File: src/rtl/scw_pkg.sv
package scw_pkg;
  // position status layout
  localparam int unsigned STATUS_WIDTH = 24;
  localparam int unsigned SELECT_WIDTH = 4;
  localparam int unsigned SELECTABLE_MAX = 15;
  localparam int unsigned LOW_EDGE_POS = 0;
  localparam int unsigned HIGH_EDGE_POS = 23;
  // register offsets of the status bytes
  localparam logic [7:0] STATUS_LOW_OFFSET = 8'h2c;
  localparam logic [7:0] STATUS_MID_OFFSET = 8'h2d;
  localparam logic [7:0] STATUS_HIGH_OFFSET = 8'h2e;
  // delay line: coarse and fine step per tap, in fast-sample units
  localparam int unsigned TAP_COUNT = 24;
  localparam int unsigned COARSE_STEP = 2;
  localparam int unsigned FINE_STEP = 1;
  localparam int unsigned LINE_DEPTH = 48;
  // multiframe / extended multiblock counter length in device clocks
  localparam logic [7:0] LMFC_PERIOD_RESET = 8'h1f;
  // lane counts
  localparam int unsigned LANES_WIDE = 8;
  localparam int unsigned LANES_NARROW = 4;
  // encoding modes
  typedef enum logic [0:0] {
    SCW_ENC_8B10B = 1'b0,
    SCW_ENC_64B66B = 1'b1
  } scw_enc_type;
  localparam logic [1:0] SYNC_HEADER_DATA = 2'h1;
  localparam logic [7:0] K28_5_CODE = 8'hbc;
endpackage

File: src/rtl/scw_link_if.sv
`timescale 1ns/10ps
`default_nettype none
interface scw_link_if;
  // timing reference as seen by the device, oversampled per clk_sys
  logic [scw_pkg::LINE_DEPTH-1:0] sysref_samples;
  // receiver handshake, active low
  logic sync_request_pin_n;
  // serial lane payload and per-lane sync header
  logic [scw_pkg::LANES_WIDE*8-1:0] lane_data;
  logic [scw_pkg::LANES_WIDE*2-1:0] lane_header;
  logic [scw_pkg::LANES_WIDE-1:0] lane_enable;
  logic lmfc_align;
  modport device (
    input sysref_samples,
    input sync_request_pin_n,
    output lane_data,
    output lane_header,
    output lane_enable,
    output lmfc_align
  );
  modport partner (
    output sysref_samples,
    output sync_request_pin_n,
    input lane_data,
    input lane_header,
    input lane_enable,
    input lmfc_align
  );
endinterface
`default_nettype wire

File: src/rtl/scw_device_end.sv
`timescale 1ns/10ps
`default_nettype none
// Contract
// - status reports 24 candidate delay positions
// - status bit one means marginal position
// - bits 0 and 23 always marginal
// - select index picks sampling delay tap
// - only taps 0 to 15 selectable
// - zoom zero coarse steps, one fine
// - controller normally sets fine steps
// - controller picks middle safe position
// - controller may store select, reprogram
// - deterministic edge captures reference every time
// - sync pin used only in 8b10b
// - 64b66b lanes carry sync headers
// - eight lanes wide, four single channel
// - device clock drives all logic
// - 8b10b output stays receiver compatible
module scw_device_end #(
  parameter bit SINGLE_CHANNEL = 1'b0
) (
  // device clock and reset
  input wire logic clk_sys,
  input wire logic reset,
  // link side
  scw_link_if.device link,
  // configuration
  input wire logic [scw_pkg::SELECT_WIDTH-1:0] capture_delay_select,
  input wire logic fine_step_enable,
  input wire scw_pkg::scw_enc_type encoding_mode,
  input wire logic [7:0] lmfc_period,
  // status register reads
  input wire logic [7:0] reg_address,
  output logic [7:0] reg_read_data,
  // sample payload
  input wire logic [scw_pkg::LANES_WIDE*8-1:0] payload
);
  typedef enum logic [1:0] {
    SCW_LINK_IDLE = 2'b00,
    SCW_LINK_CGS = 2'b01,
    SCW_LINK_DATA = 2'b10
  } scw_link_state_type;

  typedef struct packed {
    // handshake pipe and reference edge memory
    logic [2:0] sync_pipe;
    logic ref_prev;
    // multiframe counter and its restart pulse
    logic [7:0] lmfc_count;
    logic lmfc_edge;
    // link start-up and lane contents
    scw_link_state_type link_state;
    logic [scw_pkg::LANES_WIDE*8-1:0] data;
    logic [scw_pkg::LANES_WIDE*2-1:0] header;
    logic [7:0] read_data;
  } scw_dev_state_type;
  scw_dev_state_type state_reg;
  scw_dev_state_type state_next;

  // status byte behind a register offset, zero elsewhere
  function automatic logic [7:0] status_byte(input logic [scw_pkg::STATUS_WIDTH-1:0] st,
                                             input logic [7:0] address);
    // low byte holds the smallest delays
    case (address)
      scw_pkg::STATUS_LOW_OFFSET: status_byte = st[7:0];
      scw_pkg::STATUS_MID_OFFSET: status_byte = st[15:8];
      scw_pkg::STATUS_HIGH_OFFSET: status_byte = st[23:16];
      default: status_byte = 8'h00;
    endcase
  endfunction

  // byte mask that blanks lanes the variant does not have
  function automatic logic [scw_pkg::LANES_WIDE*8-1:0] lane_mask(
    input logic [scw_pkg::LANES_WIDE-1:0] on
  );
    lane_mask = '0;
    // one byte of payload per lane
    for (int l = 0; l < scw_pkg::LANES_WIDE; l++) begin
      lane_mask[l*8 +: 8] = {8{on[l]}};
    end
  endfunction

  // true in the block-coded mode, where the sync pin is not used
  function automatic logic is_block_mode(input scw_pkg::scw_enc_type mode);
    is_block_mode = (mode == scw_pkg::SCW_ENC_64B66B);
  endfunction

  // one step of the link start-up sequence
  function automatic scw_link_state_type link_step(input scw_link_state_type now,
                                                   input logic block_mode,
                                                   input logic pin_low,
                                                   input logic frame_edge);
    link_step = now;
    case (now)
      SCW_LINK_IDLE: begin
        // block mode needs no handshake, byte mode waits for the pin
        if (block_mode) begin
          link_step = SCW_LINK_DATA;
        end else if (pin_low) begin
          link_step = SCW_LINK_CGS;
        end
      end
      SCW_LINK_CGS: begin
        // code groups until the pin is released and a frame boundary comes
        if (block_mode) begin
          link_step = SCW_LINK_DATA;
        end else if (!pin_low && frame_edge) begin
          link_step = SCW_LINK_DATA;
        end
      end
      SCW_LINK_DATA: begin
        // a new request in byte mode restarts code groups
        if (!block_mode && pin_low) begin
          link_step = SCW_LINK_CGS;
        end
      end
      default: begin
        link_step = SCW_LINK_IDLE;
      end
    endcase
  endfunction

  logic [scw_pkg::STATUS_WIDTH-1:0] status;
  logic captured;
  logic sync_low;
  logic [scw_pkg::LANES_WIDE-1:0] lanes_on;

  // delay line and position detector
  scw_window_detect detect (
    .clk_sys(clk_sys),
    .reset(reset),
    .samples(link.sysref_samples),
    .fine_step_enable(fine_step_enable),
    .capture_delay_select(capture_delay_select),
    .capture_window_status(status),
    .captured_level(captured)
  );

  // lane count per variant
  assign lanes_on = SINGLE_CHANNEL ? 8'h0f : 8'hff;
  // synchronised handshake, second and third stage agree
  assign sync_low = !state_reg.sync_pipe[1] && !state_reg.sync_pipe[2];

  always_comb begin
    state_next = state_reg;

    // handshake pin shifted through three stages
    state_next.sync_pipe = {state_reg.sync_pipe[1:0], link.sync_request_pin_n};
    state_next.ref_prev = captured;
    state_next.lmfc_edge = 1'b0;
    // captured rising reference restarts the counter
    if (captured && !state_reg.ref_prev) begin
      state_next.lmfc_count = 8'h00;
      state_next.lmfc_edge = 1'b1;
    end else if (state_reg.lmfc_count >= lmfc_period) begin
      state_next.lmfc_count = 8'h00;
      state_next.lmfc_edge = 1'b1;
    end else begin
      state_next.lmfc_count = state_reg.lmfc_count + 8'h01;
    end

    // link start: pin only in 8b10b, headers only in 64b66b
    state_next.link_state = link_step(state_reg.link_state, is_block_mode(encoding_mode),
                                      sync_low, state_next.lmfc_edge);

    // lane payload
    if (state_next.link_state == SCW_LINK_CGS) begin
      state_next.data = {scw_pkg::LANES_WIDE{scw_pkg::K28_5_CODE}};
    end else if (state_next.link_state == SCW_LINK_DATA) begin
      state_next.data = payload;
    end else begin
      state_next.data = '0;
    end

    // sync headers per lane in the block-coded mode
    if (is_block_mode(encoding_mode)) begin
      state_next.header = {scw_pkg::LANES_WIDE{scw_pkg::SYNC_HEADER_DATA}};
    end else begin
      state_next.header = '0;
    end

    // status byte reads, others read zero
    // registered one cycle after the address
    state_next.read_data = status_byte(status, reg_address);
  end

  // state register
  // pin pipe resets to the released level, so no false request follows reset
  always_ff @(posedge clk_sys or posedge reset) begin
    if (reset) begin
      state_reg <= '{sync_pipe: 3'h7, link_state: SCW_LINK_IDLE, default: '0};
    end else begin
      state_reg <= state_next;
    end
  end

  // lane outputs, absent lanes' data held at zero, their sync headers not masked
  assign link.lane_data = state_reg.data & lane_mask(lanes_on);
  assign link.lane_header = state_reg.header;
  assign link.lane_enable = lanes_on;
  assign link.lmfc_align = state_reg.lmfc_edge;
  assign reg_read_data = state_reg.read_data;
endmodule // scw_device_end
`default_nettype wire

File: src/rtl/scw_window_detect.sv
`timescale 1ns/10ps
`default_nettype none
module scw_window_detect (
  // clock and reset
  input wire logic clk_sys,
  input wire logic reset,
  // oversampled reference, oldest sample in bit 0
  input wire logic [scw_pkg::LINE_DEPTH-1:0] samples,
  input wire logic fine_step_enable,
  input wire logic [scw_pkg::SELECT_WIDTH-1:0] capture_delay_select,
  // results
  output logic [scw_pkg::STATUS_WIDTH-1:0] capture_window_status,
  output logic captured_level
);
  typedef struct packed {
    logic [scw_pkg::STATUS_WIDTH-1:0] status;
    logic captured;
  } scw_det_state_type;
  scw_det_state_type state_reg;
  scw_det_state_type state_next;

  // sample index of a tap under the chosen step size
  function automatic int unsigned tap_index(input int unsigned tap, input logic fine);
    tap_index = fine ? tap * scw_pkg::FINE_STEP : tap * scw_pkg::COARSE_STEP;
  endfunction

  // marginal where a tap and its neighbour disagree; edges always marginal
  always_comb begin
    state_next = state_reg;
    for (int unsigned t = 0; t < scw_pkg::TAP_COUNT; t++) begin
      if (t == scw_pkg::LOW_EDGE_POS || t == scw_pkg::HIGH_EDGE_POS) begin
        state_next.status[t] = 1'b1;
      end else begin
        state_next.status[t] = samples[tap_index(t, fine_step_enable)] ^
                               samples[tap_index(t + 1, fine_step_enable)];
      end
    end
    // capture at the selected tap only, 0..15 reachable
    state_next.captured = samples[tap_index(32'(capture_delay_select), fine_step_enable)];
  end

  // state register
  always_ff @(posedge clk_sys or posedge reset) begin
    if (reset) begin
      state_reg <= '0;
    end else begin
      state_reg <= state_next;
    end
  end

  assign capture_window_status = state_reg.status;
  assign captured_level = state_reg.captured;
endmodule // scw_window_detect
`default_nettype wire

File: src/flat_wrapper.sv
// flat-port wrapper written by rule: the top's interface ports become plain ports
module scw_device_end_flat 
#(
  parameter bit SINGLE_CHANNEL = 1'b0
)
  (clk_sys, reset, capture_delay_select, fine_step_enable, encoding_mode, lmfc_period, reg_address, reg_read_data, payload, link_sysref_samples, link_sync_request_pin_n, link_lane_data, link_lane_header, link_lane_enable, link_lmfc_align);
  scw_link_if link_i ();
  input wire logic clk_sys;
  input wire logic reset;
  input wire logic [scw_pkg::SELECT_WIDTH-1:0] capture_delay_select;
  input wire logic fine_step_enable;
  input wire scw_pkg::scw_enc_type encoding_mode;
  input wire logic [7:0] lmfc_period;
  input wire logic [7:0] reg_address;
  output logic [7:0] reg_read_data;
  input wire logic [scw_pkg::LANES_WIDE*8-1:0] payload;
  input wire logic [$bits(link_i.sysref_samples)-1:0] link_sysref_samples;
  input wire logic [$bits(link_i.sync_request_pin_n)-1:0] link_sync_request_pin_n;
  output wire logic [$bits(link_i.lane_data)-1:0] link_lane_data;
  output wire logic [$bits(link_i.lane_header)-1:0] link_lane_header;
  output wire logic [$bits(link_i.lane_enable)-1:0] link_lane_enable;
  output wire logic [$bits(link_i.lmfc_align)-1:0] link_lmfc_align;
  assign link_i.sysref_samples = link_sysref_samples;
  assign link_i.sync_request_pin_n = link_sync_request_pin_n;
  assign link_lane_data = link_i.lane_data;
  assign link_lane_header = link_i.lane_header;
  assign link_lane_enable = link_i.lane_enable;
  assign link_lmfc_align = link_i.lmfc_align;
  scw_device_end #(.SINGLE_CHANNEL(SINGLE_CHANNEL)) u_core (.clk_sys(clk_sys), .reset(reset), .link(link_i), .capture_delay_select(capture_delay_select), .fine_step_enable(fine_step_enable), .encoding_mode(encoding_mode), .lmfc_period(lmfc_period), .reg_address(reg_address), .reg_read_data(reg_read_data), .payload(payload));
endmodule
File: config.mk
export PLATFORM = sky130hd
export DESIGN_NAME = scw_device_end_flat
export DESIGN_NICKNAME = d
export VERILOG_FILES = /design/src/rtl/scw_pkg.sv /design/src/rtl/scw_link_if.sv /design/src/rtl/scw_device_end.sv /design/src/rtl/scw_window_detect.sv /design/src/flat_wrapper.sv
export SDC_FILE = /design/constraint.sdc
export NUM_CORES = 1
export LEC_CHECK = 0
export ABC_AREA = 1
export BUFFER_PORTS_ARGS = -buffer_cell sky130_fd_sc_hd__buf_2
export CAP_MARGIN = 20
export CORE_MARGIN = 1
export CORE_UTILIZATION = 48
export DETAILED_ROUTE_END_ITERATION = 8
export PLACE_DENSITY = 0.8
export SYNTH_ARGS = -nofsm -noshare
export SYNTH_HDL_FRONTEND = slang
export SYNTH_SLANG_ARGS = --single-unit
File: constraint.sdc
create_clock -name clk_sys -period 3.8 [get_ports clk_sys]
set_input_delay 0.38 -clock clk_sys [delete_from_list [all_inputs] [get_ports clk_sys]]
set_output_delay 0.38 -clock clk_sys [all_outputs]
set_load 0.005 [all_outputs]
# ---- Word-level counts from Yosys, hierarchy flattened
# Index checks and enable logic that the tools add are counted.
dict set report totals {
  register_bits 127
  out_inout_bits 97
  input_bits 137
  wordCells 160
}
dict set report op_classes {
  add_sub_neg 1
  n_bitwise 22
  eq_ne 7
  n_reduce_logical 10
  order_cmp 25
  n_mux 85
}
# cell n
set op_table {}
lappend op_table {{$bmux W1 S6} 24}
lappend op_table {{$mux W64} 2}
lappend op_table {{$lt A5 B7 Y1 const B} 9}
lappend op_table {{$lt A6 B7 Y1 const B} 8}
lappend op_table {{$mux W6} 8}
lappend op_table {{$mux W5} 9}
lappend op_table {{$lt A4 B7 Y1 const B} 4}
lappend op_table {{$mux W1} 25}
lappend op_table {{$eq A8 B6 Y1 const B} 3}
lappend op_table {{$pmux W8 S3} 1}
lappend op_table {{$xor A1 B1 Y1} 22}
lappend op_table {{$mux W4} 4}
lappend op_table {{$mux W15} 1}
lappend op_table {{$lt A3 B7 Y1 const B} 2}
lappend op_table {{$mux W2} 6}
lappend op_table {{$mux W9} 1}
lappend op_table {{$add A8 B1 Y8 const B} 1}
lappend op_table {{$ge A8 B8 Y1} 1}
lappend op_table {{$mux W8} 1}
lappend op_table {{$lt A2 B7 Y1 const B} 1}
lappend op_table {{$mux W3} 2}
lappend op_table {{$pmux W2 S3} 1}
lappend op_table {{$logic_not A1 Y1} 5}
lappend op_table {{$eq A2 B1 Y1 const B} 2}
lappend op_table {{other kinds (3)} 7}

# ---- Longest topological paths before layout
# Gate-level depths: netlist (run 1).
dict set report logic_depth {
  ltp_word 10
  depth_mapped 16
  mapped_depth_nobuf 15
}

# ---- Hierarchy
# From an unflattened synthesis (run 1), not the netlist that was laid out.
dict set report hier_totals {
  hier_cells 667
  hier_area_um2 5788.1
}
# mod n_inst cells_per_inst area_per_inst_um2 seq_area_each_um2
set by_module_without_submodules {}
lappend by_module_without_submodules {scw_device_end 1 457 4191.5 2205.9}
lappend by_module_without_submodules {scw_window_detect 1 210 1596.5 600.6}

# ---- Least setup slack after synthesis (run 1)
# No wires, ideal clock.
dict set report synth_timing {
  kind {input -> register}
  from {input port lmfc_period[7]}
  to {register u_core.state_reg (netlist bit u_core.link.lane_data[14])}
  path_slack_ns 2.004
  required_ns 3.684
  path_stages 15
  path_buffers 1
  setup_ns 0.116
  arrival_ns 1.681
  cell_sequence {inv_1 -> ha_1 -> nand2_1 -> inv_1 -> nand2_1 -> nand2_1 -> nor2_2 -> nand2_4 -> nand2_2 -> nand2_2 -> nand2_2 -> nand3_4 -> inv_4 -> buf_6 -> nor2_1}
}
# item line_no
set synth_rtl {}
lappend synth_rtl {{from (decl)} flat_wrapper.sv:13} ;# input wire logic [7:0] lmfc_period;
lappend synth_rtl {{to (signal assigned)} scw_device_end.sv:193} ;# state_reg <= state_next;
lappend synth_rtl {{to (decl)} scw_device_end.sv:57} ;# scw_dev_state_type state_reg;

==> results of run 1 <==
-- worst max-delay path by stage --
stage / slack, ns / startpoint / end / cells past startpoint
after floorplan: 0.47 / reset / u_core.detect.capture_window_status[0]$_DFF_PP0_ / 1
after global placement: 1.33 / fine_step_enable / u_core.detect.captured_level$_DFF_PP0_ / 9
after detailed placement: 1.31 / lmfc_period[3] / u_core.link.lane_data[62]$_DFF_PP0_ / 15
after CTS: 1.36 / u_core.state_reg[93]$_DFF_PP0_ / u_core.link.lane_data[62]$_DFF_PP0_ / 13
after global routing: 1.18 / u_core.state_reg[93]$_DFF_PP0_ / u_core.link.lane_data[16]$_DFF_PP0_ / 13
final: 1.39 / u_core.state_reg[93]$_DFF_PP0_ / u_core.link.lane_data[62]$_DFF_PP0_ / 13
-- routing by layer --
layer	global-route usage	share of wire	up-vias	wire [um]
li1	-	-	2065	-
met1	0.183	0.38	1784	3970
met2	0.299	0.51	198	5410
met3	0.0329	0.084	20	884
met4	0.0996	0.023	0	243
met5	0	0	-	0
-- critical path, delay by kind of cell, from the launching register on --
| family | cells | cell delay [ns] |
|---|---|---|
| fa+ha+maj | 1 | 0.29 |
| simple gates | 11 | 1.16 |
| flops | 1 | 0.43 |
| buf+inv | 1 | 0.39 |
-- synth_stat cells, types with 2 or more instances --
cell      count
nor3_1        5
nand3_1      37
nand2_1     145
dfstp_2       3
nor3b_1       2
buf_2         6
buf_4        97
ha_1          9
nor2_2        4
o21ai_0      26
clkbuf_1      4
conb_1        2
xnor2_1       5
nand3b_1      2
o211ai_1      8
a21oi_1       6
nor2_1       44
nand2_2       3
dfrtp_1     109
inv_1        69
buf_6         6
mux2i_1       7
xor2_1       19
-- placed cells by master (no fill, tap or decap), types with 6 or more instances in the layout --
master and n:
clkbuf_16 9, conb_1 17, xor2_1 19, mux2i_1 7, nand2_1 145, inv_1 68
a21oi_1 6, o21ai_0 26, ha_1 9, dfrtp_1 109, o211ai_1 8, buf_2 209
nand3_1 37, nor2_1 44
-- layout make-up --
class / instances / area, um^2 / share of cell area
clock inverter: 6 / 67.6 / 0.0106
sequential: 112 / 2810 / 0.439
multi-input combinational: 347 / 1750 / 0.273
timing repair buffer: 212 / 1080 / 0.169
clock buffer: 10 / 239 / 0.0374
inverter: 71 / 272 / 0.0425
tap: 143 / 179 / 0.0280
-- cell families (layout without fill, tap and decap cells) --
group	count (synthesis)	in the layout	share of synthesized area
and+or+nand+nor	246	246	0.185
buffers and inverters	184	299	0.198
DFF	112	112	0.500
AOI/OAI and AO/OA	44	44	0.0457
xor gates and xnor gates	24	24	0.0375
adders and majority gates	9	9	0.0201
muxes	7	7	0.0125
other	2	17	0.00134
-- per-stage QoR --
stage | power (mW) | instances | utilization | cell area [um^2]
floorplan | 2.96 | 643 | - | 5660
global placement | 2.91 | 884 | 0.531 | 6070
detailed placement | 2.96 | 884 | 0.531 | 6070
CTS | 3.91 | 900 | 0.558 | 6370
global route | 4.18 | 901 | 0.560 | 6390
finish | 3.86 | 901 | 0.560 | 6390
-- power breakdown --
part / total (mW) / internal [mW] / switching (mW)
registers: 1.70 / 1.59 / 0.111
clock network: 0.939 / 0.531 / 0.407
logic: 1.22 / 0.492 / 0.730
total: 3.86 / 2.61 / 1.25
==> results.ini, run 1 <==
[setup_path]
cp_cell_sequence=ha_1, nand2_1, nor2_1, nor2_1, nand2_1, nand2_1, nand2_4, nand2_2, nand2_2, nand2_2, nand3_4, inv_4, nor2_1
cp.required_ns=4.01
r2r_end=u_core.link.lane_data[62]$_DFF_PP0_
cpPeakStageDelay_ns=0.43
worstPathMaxFanout=42
reg2reg_setup_slack_ns=1.39
critPathCaptureType=flop
cp_slowest_cell=dfrtp_1
r2r-start=u_core.state_reg[93]$_DFF_PP0_
critPathLaunchType=flop
critical_path_class=flop to flop
worstPathArrival_ns=2.62
reg2reg_depth=13

[finish]
fin_nets=899
diodes=0
largest_reg_flops=64
syn2layout_area_growth_pct=14.0
n_fill_cell=1025
drive_above_1_share=0.323

[detailed_routing]
drc=0
wl_mm=10.5
ant_nets=0
first_pass_iters=4
post_drt_wl_per_cell_um=11.7
drt_iter0_markers=187
vias_per_cell=4.51
route.vias.total=4067

[timing]
rsz0062_at_grt=false
hold_slack_ns=0.0847
hold_viol=0
max-slew-margin-rel=0.430
max_freq_mhz=415
finClkSkew_ns=0.00847
tightest_slew_ns=0.849
timing.setup.tns_ns=0
slew_violations=0
min_period_ns=2.41
setup_violations=0
fin_crit_sh=0.635
setup_slack_ns=1.39

[global_route]
grt_pass1_wl_mm=15.5
grt.total_usage=0.167
grt_max_degree=89
antenna_found_initial=0
grt_pass1_vias=3553
overflow=0

[power_and_ir_drop]
ir_drop_v=0.000457
p_per_area_nw_per_um2=604
leakagePower_nw=3.70

[logic_synthesis]
ys_ff_latch=112
avgSynthCellArea_um2=8.93
synth.distinct_cells=33
yosys_warnings=0
synth_top_area_frac=0.486
syn_area_um2=5610
synthCells=628
synth.area.top_cells=dfrtp_1 49%, buf_4 13%, nand2_1 9.7%
synth_edf_count=0
yosysSeqAreaShare=0.500
synthArstFlopShare=1.00
ys.flop_type=dfrtp_1
yosysTopAreaCell=dfrtp_1

[floorplanning]
fp.coreArea_um2=11400
num_rows=39
dieArea_um2=12100
chipHeight_um=110
chipWidth_um=110
io_pins=234
start_util=0.491

[clocking]
holdBufCountCts=0
clk_pin_slew_ns=0.07
cts_tree=built
cts_resized=0
cts_sinks=112
cts-root-buf=clkbuf_16
insertion_delay_ns=0.34
cts_buffer_depth=2
post_cts_buffers=0
htreeDepth=3
cts_buffers=9

[place]
routabilityCongestion=0.824
port_buffers=209
dpl.hpwl_mm=7.99
preCtsSetupSlack_ns=1.31

[hold_path]
hold_path.class=input pin to async pin

[job]
cap_violations=0

[outcome]
outcome=finished clean

Power figures use the tool's default switching activity.
==> inputs of run 2 (changes only) <==
--- a/config.mk
+++ b/config.mk
@@ -9,9 +9,9 @@
 export BUFFER_PORTS_ARGS = -buffer_cell sky130_fd_sc_hd__buf_2
 export CAP_MARGIN = 20
 export CORE_MARGIN = 1
-export CORE_UTILIZATION = 48
+export CORE_UTILIZATION = 44
 export DETAILED_ROUTE_END_ITERATION = 8
-export PLACE_DENSITY = 0.8
+export PLACE_DENSITY = 0.77
 export SYNTH_ARGS = -nofsm -noshare
 export SYNTH_HDL_FRONTEND = slang
 export SYNTH_SLANG_ARGS = --single-unit
==> constraint.sdc (replaced) <==
create_clock -name clk_sys -period 2.1 [get_ports clk_sys]
set_input_delay 0.21 -clock clk_sys [delete_from_list [all_inputs] [get_ports clk_sys]]
set_output_delay 0.21 -clock clk_sys [all_outputs]
set_load 0.005 [all_outputs]
==> results.ini, run 2 (synthesized netlist as in run 1, its figures left out) <==
[global_route]
grt_max_degree=42
antenna_found_initial=0
grt_pass1_wl_mm=17.1
grt_pass1_vias=3768
grt.total_usage=0.166
overflow=0

[power_and_ir_drop]
p_seq_frac=0.434
comb_power_share=0.349
p_int_mw=4.78
p_clk_frac=0.218
leakagePower_nw=3.79
p_per_area_nw_per_um2=1080
netSwitchingPower_mw=2.31
ir_drop_v=0.000473
swShare=0.326

[outcome]
outcome=finished clean

[place]
routabilityCongestion=0.834
port_buffers=209
dpl.hpwl_mm=8.58

[timing]
finClkSkew_ns=0.00977
max-slew-margin-rel=0.573
max_freq_mhz=517
slew_violations=0
setup_violations=0
timing.setup.tns_ns=0
hold_viol=0
fin_crit_sh=0.920
min_period_ns=1.93
tightest_slew_ns=0.640
rsz0062_at_grt=false

[clocking]
cts_buffers=9
clk_pin_slew_ns=0.07
cts_tree=built
cts_buffer_depth=2
cts_sinks=112
insertion_delay_ns=0.35
cts-root-buf=clkbuf_16
htreeDepth=3

[detailed_routing]
wl_mm=10.9
route.vias.total=4154
first_pass_iters=4
ant_nets=0
drc=0
vias_per_cell=4.40
post_drt_wl_per_cell_um=11.6
drt_iter0_markers=237

[setup_path]
critPathLaunchType=flop
cp.required_ns=2.33
reg2reg_depth=14
worstSetupStartpoint=u_core.state_reg[97]$_DFF_PP0_
critPathCaptureType=flop
worstPathArrival_ns=2.16
critical_path_class=flop to flop
worstPathMaxFanout=22
r2r-start=u_core.state_reg[97]$_DFF_PP0_

[finish]
drive_above_1_share=0.335
final_common_cell=buf_2
largest_reg_flops=64
utilization=0.540
syn2layout_area_growth_pct=17.5
diodes=0
final_cell_mix=209 x buf_2, 145 x nand2_1, 109 x dfrtp_1
fin_nets=917

[job]
cap_violations=0

[hold_path]
min_from=encoding_mode
worstHoldPathCells=1
hold_path.class=input pin to flop

[floorplanning]
io_pins=234
start_util=0.459
fp.coreArea_um2=12200
chipHeight_um=115
num_rows=40
chipWidth_um=115
dieArea_um2=13200

[run 2: changes by cell type in the layout (fill, tap and decap cells not counted), moves of 2 or more]
cell,previous run,this run
inv_4,2,0
dlygate4sd3_1,0,2
buf_4,2,13
buf_12,1,5
[run 2: layout make-up]
type | count | area, um^2
Timing Repair Buffer | 229 | 1260
Fill cell | 1148 | 5620
Clock inverter | 6 | 43.8
Multi-Input combinational cell | 348 | 1760
Sequential cell | 112 | 2810
Clock buffer | 10 | 229
Inverter | 71 | 275
Tap cell | 168 | 210
[run 2: what timing repair did]
action,in CTS,in global routing
hold endpoints to repair,21,0
hold buffers,2,0
endpoints found under the setup margin,0,52
gates resized for setup,0,2
setup buffers,0,4
[run 2: path summary, 6_finish.rpt]
path | endpoint | slack (ns)
setup / recovery | u_core.link.lane_data[26]$_DFF_PP0_ | 0.17
max in group asynchronous | u_core.link.lane_data[39]$_DFF_PP0_ | 1.06
hold / removal | u_core.link.lane_header[12]$_DFF_PP0_ | 0.03
setup reg to reg | u_core.link.lane_data[26]$_DFF_PP0_ | 0.17
hold reg to reg | u_core.state_next[102]$_DFF_PP1_ | 0.36
min in group asynchronous | u_core.reg_read_data[0]$_DFF_PP0_ | 0.50
[run 2: routing by layer]
layer,share of wire,global-route usage,wire (um)
met1,0.38,0.186,4100
met2,0.53,0.305,5790
met3,0.079,0.0385,858
met4,0.015,0.0623,165
met5,0,0,0
[run 2: power by group through the flow]
stage / clock [mW] / sequential [mW] / combinational, mW
after floorplan: 0 / 3.09 / 2.26
after global placement: 0 / 3.10 / 2.33
after detailed placement: 0 / 3.12 / 2.39
after CTS: 1.59 / 3.08 / 2.40
after global routing: 1.67 / 3.15 / 2.82
final: 1.55 / 3.07 / 2.47
[run 2: per-stage QoR]
stage | power [mW] | setup WS (ns) | area [um^2] | hold slack [ns] | cells
2_1_floorplan | 5.35 | 0.345 | 5670 | 0.214 | 643
3_3_place_gp | 5.44 | 0.147 | 6250 | 0.331 | 921
3_5_place_dp | 5.51 | 0.0990 | 6250 | 0.332 | 921
4_1_cts | 7.07 | 0.0960 | 6540 | 0.0204 | 939
5_1_grt | 7.64 | 0.0136 | 6590 | 0.0335 | 944
6_report | 7.09 | 0.168 | 6590 | 0.0287 | 944
[run 2: worst max-delay path, stage by stage, from the launching register on]
cell and delay, ns:
dfrtp_1 0.42, ha_1 0.29, nand2_1 0.08, inv_1 0.04, nand2_1 0.06, nand2_1 0.06
nor2_2 0.13, nand2_4 0.07, nand2_2 0.05, nand2_2 0.07, nand2_4 0.08, nand3_4 0.14
buf_12 0.21, nand2_1 0.06, nand2_1 0.05
